<file path="config.mk">
export PLATFORM = sky130hd
export DESIGN_NAME = scp_port
export DESIGN_NICKNAME = d
export VERILOG_FILES = /design/src/core/scp_pkg.sv /design/src/core/scp_sync.sv /design/src/core/scp_port.sv
export VERILOG_INCLUDE_DIRS = /design/src /design/src/core
export SDC_FILE = /design/constraint.sdc
export NUM_CORES = 1
export LEC_CHECK = 0
export BUFFER_PORTS_ARGS = -buffer_cell sky130_fd_sc_hd__buf_2
export CORE_MARGIN = 5
export CORE_UTILIZATION = 50
export CTS_CLUSTER_SIZE = 12
export DETAILED_ROUTE_END_ITERATION = 6
export GPL_TIMING_DRIVEN = 0
export PLACE_DENSITY = 0.85
export SLEW_MARGIN = 30
export SYNTH_ARGS = -nofsm -noshare
export SYNTH_HDL_FRONTEND = slang
export SYNTH_SLANG_ARGS = --single-unit
</file>
<file path="constraint.sdc">
create_clock -name mclk_i -period 2.7 [get_ports mclk_i]
set_input_delay 0.135 -clock mclk_i [delete_from_list [all_inputs] [get_ports mclk_i]]
set_output_delay 0.135 -clock mclk_i [all_outputs]
set_load 0.02 [all_outputs]
</file>
<file path="src/core/scp_defines.svh">
// constants for the serial configuration port
// Operation
// - on each serial-clock rise while select is low, shift data line into shift register
// - when select rises after a write frame, commit shift register data to the addressed register
// - first frame bit zero means write, one means read; device acts on it
// - during a read, readback output changes on serial-clock falling edge
// - four-wire readback output uses same edge timing as data-line readback
`ifndef SCP_DEFINES_SVH
`define SCP_DEFINES_SVH
`define SCP_ADDR_W     13
`define SCP_DATA_W     8
`define SCP_FRAME_W    24
`define SCP_DIR_BIT    23
`define SCP_WL_HI_BIT  22
`define SCP_WL_LO_BIT  21
`define SCP_ADDR_MSB   20
`define SCP_ADDR_LSB   8
`define SCP_REG_RST    8'h00
`endif

</file>
<file path="src/core/scp_pkg.sv">
// types shared by the serial configuration port
package scp_pkg;
  // one decoded frame header plus data
  typedef struct packed {
    logic        rd;
    logic        word_len_hi;
    logic        word_len_lo;
    logic [12:0] addr;
    logic [7:0]  data;
  } scp_frame_t;

  // link pins after synchronisation
  typedef struct packed {
    logic sck;
    logic cs_n;
    logic sdio;
  } scp_pins_t;
endpackage : scp_pkg

</file>
<file path="src/core/scp_sync.sv">
// two-stage synchroniser for the link pins
`timescale 1ns/100ps
module scp_sync
  import scp_pkg::*;
(
  input  wire logic      mclk_i,
  input  wire logic      sys_rst_i,
  input  wire scp_pins_t pins_i,
  output scp_pins_t      pins_o
);
  scp_pins_t meta;
  scp_pins_t stage2;

  // first stage feeds only the second; idle level is select high
  always_ff @(posedge mclk_i) begin
    if (sys_rst_i) begin
      meta   <= '{sck: 1'b0, cs_n: 1'b1, sdio: 1'b0};
      stage2 <= '{sck: 1'b0, cs_n: 1'b1, sdio: 1'b0};
    end else begin
      meta   <= pins_i;
      stage2 <= meta;
    end
  end

  assign pins_o = stage2;
endmodule : scp_sync

</file>
<file path="src/core/scp_port.sv">
// serial configuration port: shift, commit and readback logic
`timescale 1ns/100ps
`include "scp_defines.svh"
module scp_port
  import scp_pkg::*;
#(
  parameter int ADDR_W  = `SCP_ADDR_W,
  parameter int DATA_W  = `SCP_DATA_W,
  parameter int NUM_REG = 32
) (
  input  wire logic               mclk_i,
  input  wire logic               sys_rst_i,
  input  wire logic               sck_i,
  input  wire logic               cs_n_i,
  input  wire logic               sdio_i,
  output logic                    sdio_o,
  output logic                    sdio_oe_o,
  input  wire logic               four_wire_i,
  output logic                    rdbk_o,
  output logic                    wr_stb_o,
  output logic [ADDR_W-1:0]       wr_addr_o,
  output logic [DATA_W-1:0]       wr_data_o,
  output logic [NUM_REG*DATA_W-1:0] regs_o
);
  // ****************************************************************
  // input synchronisation and edge finding
  // ****************************************************************
  scp_pins_t pins_s;
  scp_pins_t pins_d;
  // the mode pin is strapped from outside, so it gets two flops as well
  logic      fw_meta;
  logic      fw_s;

  scp_sync u_sync (
    .mclk_i    (mclk_i),
    .sys_rst_i (sys_rst_i),
    .pins_i    ('{sck: sck_i, cs_n: cs_n_i, sdio: sdio_i}),
    .pins_o    (pins_s)
  );

  always_ff @(posedge mclk_i) begin
    if (sys_rst_i) begin
      pins_d  <= '{sck: 1'b0, cs_n: 1'b1, sdio: 1'b0};
      fw_meta <= 1'b0;
      fw_s    <= 1'b0;
    end else begin
      pins_d  <= pins_s;
      fw_meta <= four_wire_i;
      fw_s    <= fw_meta;
    end
  end

  logic sck_rise;
  logic sck_fall;
  logic cs_rise;
  // sck at 320 ns gives four samples per half period at 25 MHz
  assign sck_rise = pins_s.sck & ~pins_d.sck;
  assign sck_fall = ~pins_s.sck & pins_d.sck;
  assign cs_rise  = pins_s.cs_n & ~pins_d.cs_n;

  // ****************************************************************
  // frame shifting
  // ****************************************************************
  typedef enum logic [2:0] {
    SCP_IDLE  = 3'b001,
    SCP_SHIFT = 3'b010,
    SCP_READ  = 3'b100
  } scp_state_t;

  scp_state_t                   state;
  scp_state_t                   next_state;
  logic [`SCP_FRAME_W-1:0]      shreg;
  logic [`SCP_FRAME_W-1:0]      next_shreg;
  logic [4:0]                   bitcnt;
  logic [4:0]                   next_bitcnt;
  logic [DATA_W-1:0]            rdsh;
  logic [DATA_W-1:0]            next_rdsh;
  logic                         rdbit;
  logic                         next_rdbit;
  logic [DATA_W-1:0]            regs [NUM_REG];

  localparam logic [4:0] HDR_BITS = 5'(`SCP_FRAME_W - DATA_W);

  // header fields decoded from a shifted word, msb first
  function automatic scp_frame_t scp_decode(input logic [`SCP_FRAME_W-1:0] w);
    scp_frame_t f;
    f.rd          = w[`SCP_DIR_BIT];
    f.word_len_hi = w[`SCP_WL_HI_BIT];
    f.word_len_lo = w[`SCP_WL_LO_BIT];
    f.addr        = w[`SCP_ADDR_MSB:`SCP_ADDR_LSB];
    f.data        = w[DATA_W-1:0];
    return f;
  endfunction : scp_decode

  // register lookup; addresses beyond the array read zero
  function automatic logic [DATA_W-1:0] scp_lookup(input logic [ADDR_W-1:0] a);
    logic [DATA_W-1:0] v;
    v = '0;
    for (int i = 0; i < NUM_REG; i++) begin
      if (a == ADDR_W'(i)) begin
        v = regs[i];
      end
    end
    return v;
  endfunction : scp_lookup

  scp_frame_t hdr_now;
  // at the sixteenth rise only header bits are in; align them to the top of the word
  assign hdr_now = scp_decode({shreg[`SCP_FRAME_W-DATA_W-2:0], pins_s.sdio, {DATA_W{1'b0}}});

  always_comb begin
    next_state  = state;
    next_shreg  = shreg;
    next_bitcnt = bitcnt;
    next_rdsh   = rdsh;
    next_rdbit  = rdbit;
    if (pins_s.cs_n) begin
      // select high ends any frame; a partial frame is still committed
      next_state  = SCP_IDLE;
      next_bitcnt = '0;
      next_rdbit  = 1'b0;
    end else begin
      case (state)
        SCP_IDLE: begin
          next_state = SCP_SHIFT;
        end
        SCP_SHIFT: begin
          if (sck_rise) begin
            next_shreg  = {shreg[`SCP_FRAME_W-2:0], pins_s.sdio};
            next_bitcnt = bitcnt + 5'd1;
            if (bitcnt == HDR_BITS - 5'd1 && hdr_now.rd) begin
              next_state = SCP_READ;
              next_rdsh  = scp_lookup(hdr_now.addr[ADDR_W-1:0]);
            end
          end
        end
        SCP_READ: begin
          if (sck_rise) begin
            next_shreg  = {shreg[`SCP_FRAME_W-2:0], pins_s.sdio};
            next_bitcnt = bitcnt + 5'd1;
          end
          if (sck_fall) begin
            // data changes on falling edge so host samples on next rise
            next_rdbit = rdsh[DATA_W-1];
            next_rdsh  = {rdsh[DATA_W-2:0], 1'b0};
          end
        end
        default: begin
          next_state = SCP_IDLE;
        end
      endcase
    end
  end

  always_ff @(posedge mclk_i) begin
    if (sys_rst_i) begin
      state  <= SCP_IDLE;
      shreg  <= '0;
      bitcnt <= '0;
      rdsh   <= '0;
      rdbit  <= 1'b0;
    end else begin
      state  <= next_state;
      shreg  <= next_shreg;
      bitcnt <= next_bitcnt;
      rdsh   <= next_rdsh;
      rdbit  <= next_rdbit;
    end
  end

  // ****************************************************************
  // commit on select rise
  // ****************************************************************
  scp_frame_t         frame;
  logic               next_wr_stb;
  logic [ADDR_W-1:0]  next_wr_addr;
  logic [DATA_W-1:0]  next_wr_data;
  assign frame = scp_decode(shreg);

  // word-length bits are trusted to be zero and not checked
  always_comb begin
    next_wr_stb  = cs_rise & ~frame.rd;
    next_wr_addr = frame.addr[ADDR_W-1:0];
    next_wr_data = frame.data;
  end

  always_ff @(posedge mclk_i) begin
    if (sys_rst_i) begin
      wr_stb_o  <= 1'b0;
      wr_addr_o <= '0;
      wr_data_o <= '0;
      for (int i = 0; i < NUM_REG; i++) begin
        regs[i] <= `SCP_REG_RST;
      end
    end else begin
      wr_stb_o <= next_wr_stb;
      if (next_wr_stb) begin
        wr_addr_o <= next_wr_addr;
        wr_data_o <= next_wr_data;
        for (int i = 0; i < NUM_REG; i++) begin
          if (next_wr_addr == ADDR_W'(i)) begin
            regs[i] <= next_wr_data;
          end
        end
      end
    end
  end

  always_comb begin
    for (int i = 0; i < NUM_REG; i++) begin
      regs_o[i*DATA_W +: DATA_W] = regs[i];
    end
  end

  // ****************************************************************
  // readback drivers
  // ****************************************************************
  logic rd_drive;
  assign rd_drive = (state == SCP_READ) & ~pins_s.cs_n;

  // both outputs share one registered bit, so their timing matches
  always_ff @(posedge mclk_i) begin
    if (sys_rst_i) begin
      sdio_o    <= 1'b0;
      sdio_oe_o <= 1'b0;
      rdbk_o    <= 1'b0;
    end else begin
      sdio_o    <= next_rdbit;
      sdio_oe_o <= rd_drive & ~fw_s & ~cs_rise;
      rdbk_o    <= fw_s ? next_rdbit : 1'b0;
    end
  end
endmodule : scp_port

</file>
==> flow_summary.json <==
{
  "overflow": 0,
  "drt_wl_total_um": 65840,
  "syn_avg_cell_area_um2": 11.02,
  "holdPathEnd": "u_sync.pins_o[2]",
  "post-route-min-period_ns": 2.882,
  "rows": 63,
  "area_growth_pct": 31.74,
  "antenna_found_initial": 0,
  "drt_iter0_drc": 2502,
  "fin_skew_ns": 0.02002,
  "worstSetupPathType": "register to register",
  "start_util_pct": 50.37,
  "min_path_type": "primary input to register",
  "pin_count": 287,
  "reg2reg_from": "frame[0]",
  "cts_buffers": 36,
  "core_mm2": 0.02948,
  "setup_viol": 24,
  "power.density_mw_per_mm2": 570.7,
  "cts_sinks": 331,
  "crit_required_ns": 3.12,
  "placedCellCount": 2026,
  "rsz0062_at_grt": "true",
  "post-route-period-util_pct": 106.7,
  "die_width_um": 182.3,
  "holdPathStages": 3,
  "hpwl_um": 47980,
  "antenna_cells": 0,
  "cp.arrival_ns": 3.30,
  "ant_nets": 0,
  "final_nets": 1751,
  "crit_path_start_kind": "register",
  "cts_tree": "done",
  "ir_drop_mv": 0.4577,
  "design.die.area_mm2": 0.03325,
  "slew_headroom_pct": 37.05,
  "hold_violations": 0,
  "critPathCaptureType": "register",
  "clock-root-buffer": "clkbuf_16",
  "dr.pass1.iters": 6,
  "slew_viol_final": 0,
  "track_usage_pct": 37.63,
  "ys_seq_area_share_pct": 61.88,
  "clk_path_buf_depth": 3,
  "drive_above_1_share_pct": 35.31,
  "setup_slack_ns": -0.1818,
  "num_vias": 14633,
  "synth_seq_cells": 331,
  "maxCapViolCount": 0,
  "layout_commonest_cell": "buf_2",
  "grt_pass1_wl_um": 92080,
  "fin_util_pct": 66.36,
  "synthFlopType": "edfxtp_1",
  "first_global_vias": 13539,
  "clk-insertion-delay-late_ns": 0.53,
  "fillers": 2272,
  "violations": "negative setup slack",
  "tightest_slew_ns": 0.9442,
  "viasPerCell": 6.784,
  "outcome": "complete, but fails checks",
  "wl_per_cell_um": 30.52,
  "syn-num-nets": 1355,
  "worstRegToRegCells": 7,
  "worstPathMaxFanout": 10,
  "r2r_end": "rdsh[4]",
  "synth_cells": 1347,
  "hold_start": "sys_rst_i",
  "yosysWarningCount": 0,
  "grt_max_degree": 15,
  "clk_pin_slew_ns": 0.06,
  "netlist-cell-type-count": 81,
  "fmax_mhz": 347.0,
  "synth_edf_count": 256,
  "whs_ns": 0.2849,
  "final_cell_mix": "buf_2 (290), edfxtp_1 (256), nor2_1 (194), nand2_1 (146), a21oi_1 (96)",
  "drc": 0,
  "die_height_um": 182.3,
  "portBuffers": 286,
  "place.gp.congestion": 1.043,
  "final_cells": 2157,
  "r2r_setup_slack_ns": -0.18,
  "syn_area_mm2": 0.01485,
  "leakage_nw": 7.409,
  "h-tree-depth": 2,
  "synthArstFlopShare_pct": 0
}
==> routing by layer <==
layer,share of wire (%),track usage [%],vias to the layer above
met5,0,0,-
met4,5.8,15.82,0
met3,16,11.60,275
met2,42,56.40,1615
met1,36,51.18,6924
li1,-,-,5819
==> synth_stat cells, drive strengths merged, types with 20 or more instances <==
cell	number	area [um2]
inv	21	78.83
nor4	25	264.0
dfxtp	75	1501
nand3	30	150.1
o21ai	56	280.3
a21oi	101	505.5
nor2	205	779.5
nor3	20	105.1
mux2i	23	230.2
edfxtp	256	7687
buf	21	137.6
nand4	23	143.9
clkbuf	72	270.3
nand2	173	649.4
==> state kept, by name, indices dropped and copies added (netlist names), 2 cells and up <==
| name | count |
|---|---|
| regs | 256 |
| frame | 24 |
| wr_addr_o | 13 |
| rdsh | 8 |
| wr_data_o | 8 |
| bitcnt | 5 |
| state | 3 |
| u_sync.meta | 3 |
| u_sync.pins_o | 3 |
| pins_d | 2 |
==> power breakdown <==
part / total [mW] / leakage, nW / switching, mW / internal (mW)
clock: 4.73 / 0.530 / 2.02 / 2.71
sequential: 5.75 / 3.25 / 0.136 / 5.61
combinational: 0.683 / 3.63 / 0.491 / 0.192
==> how the worst max path moves through the flow <==
stage | startpoint | depth (start not counted) | endpoint | slack, ns
5_1_grt | frame[6] | 9 | rdsh[7] | -0.20
6_report | frame[0] | 7 | rdsh[4] | -0.18
3_3_place_gp | frame[5] | 8 | rdsh[0] | -1.87
2_1_floorplan | frame[9] | 10 | rdsh[1] | 0.18
3_5_place_dp | frame[0] | 9 | regs[1][64] | -1.91
4_1_cts | frame[9] | 10 | rdsh[7] | -0.20
==> per-stage QoR <==
step	cell area (um2)	worst slack [ns]	power, mW	setup TNS [ns]
after CTS	18710	-0.2049	11.08	-0.5866
final	19560	-0.1818	11.17	-0.9911
after global placement	16770	-1.872	6.460	-132.32
after detailed placement	16820	-1.909	6.477	-126.94
after global routing	19560	-0.2019	11.36	-1.480
after floorplan	14850	0.1771	6.156	0
==> area by class of cell <==
cell class | instances | area (um2) | share of cell area (%)
clock inverters | 9 | 85.08 | 0.4349
repair buffers | 362 | 2133 | 10.90
multi-input cells | 901 | 5941 | 30.37
inverters | 22 | 93.84 | 0.4797
clock buffers | 53 | 1016 | 5.193
well taps | 390 | 488.0 | 2.494
repair inverters | 1 | 7.507 | 0.03837
flip-flops and latches | 331 | 9201 | 47.03
plain buffers | 88 | 598.1 | 3.057
==> critical path: stages (launching register included) <==
cell	delay (ns)
dfxtp_2	0.38
buf_4	0.23
buf_4	0.24
inv_1	0.19
a222oi_1	0.76
o211ai_1	0.40
o311ai_1	0.33
a21bo_1	0.23
==> timing repair <==
action | 4_1_cts | 5_1_grt
pin swaps | 18 | 42
hold buffers | 5 | 0
hold endpoints to repair | 5 | 0
endpoints found under the setup margin | 201 | 246
gates resized for setup | 161 | 111
gates cloned | 1 | 3
buffers inserted | 23 | 42
==> cells by family (layout without fill, tap and decap cells) <==
family | after synthesis | after routing | share of synthesized area (%)
xor+xnor | 3 | 3 | 0.1770
buf+inv | 115 | 535 | 3.303
mux | 43 | 43 | 3.673
fa+ha+maj | 2 | 2 | 0.1685
simple gates | 552 | 552 | 17.67
compound gates | 301 | 301 | 13.14
flops | 331 | 331 | 61.88
(Power assumes the default switching activity.)
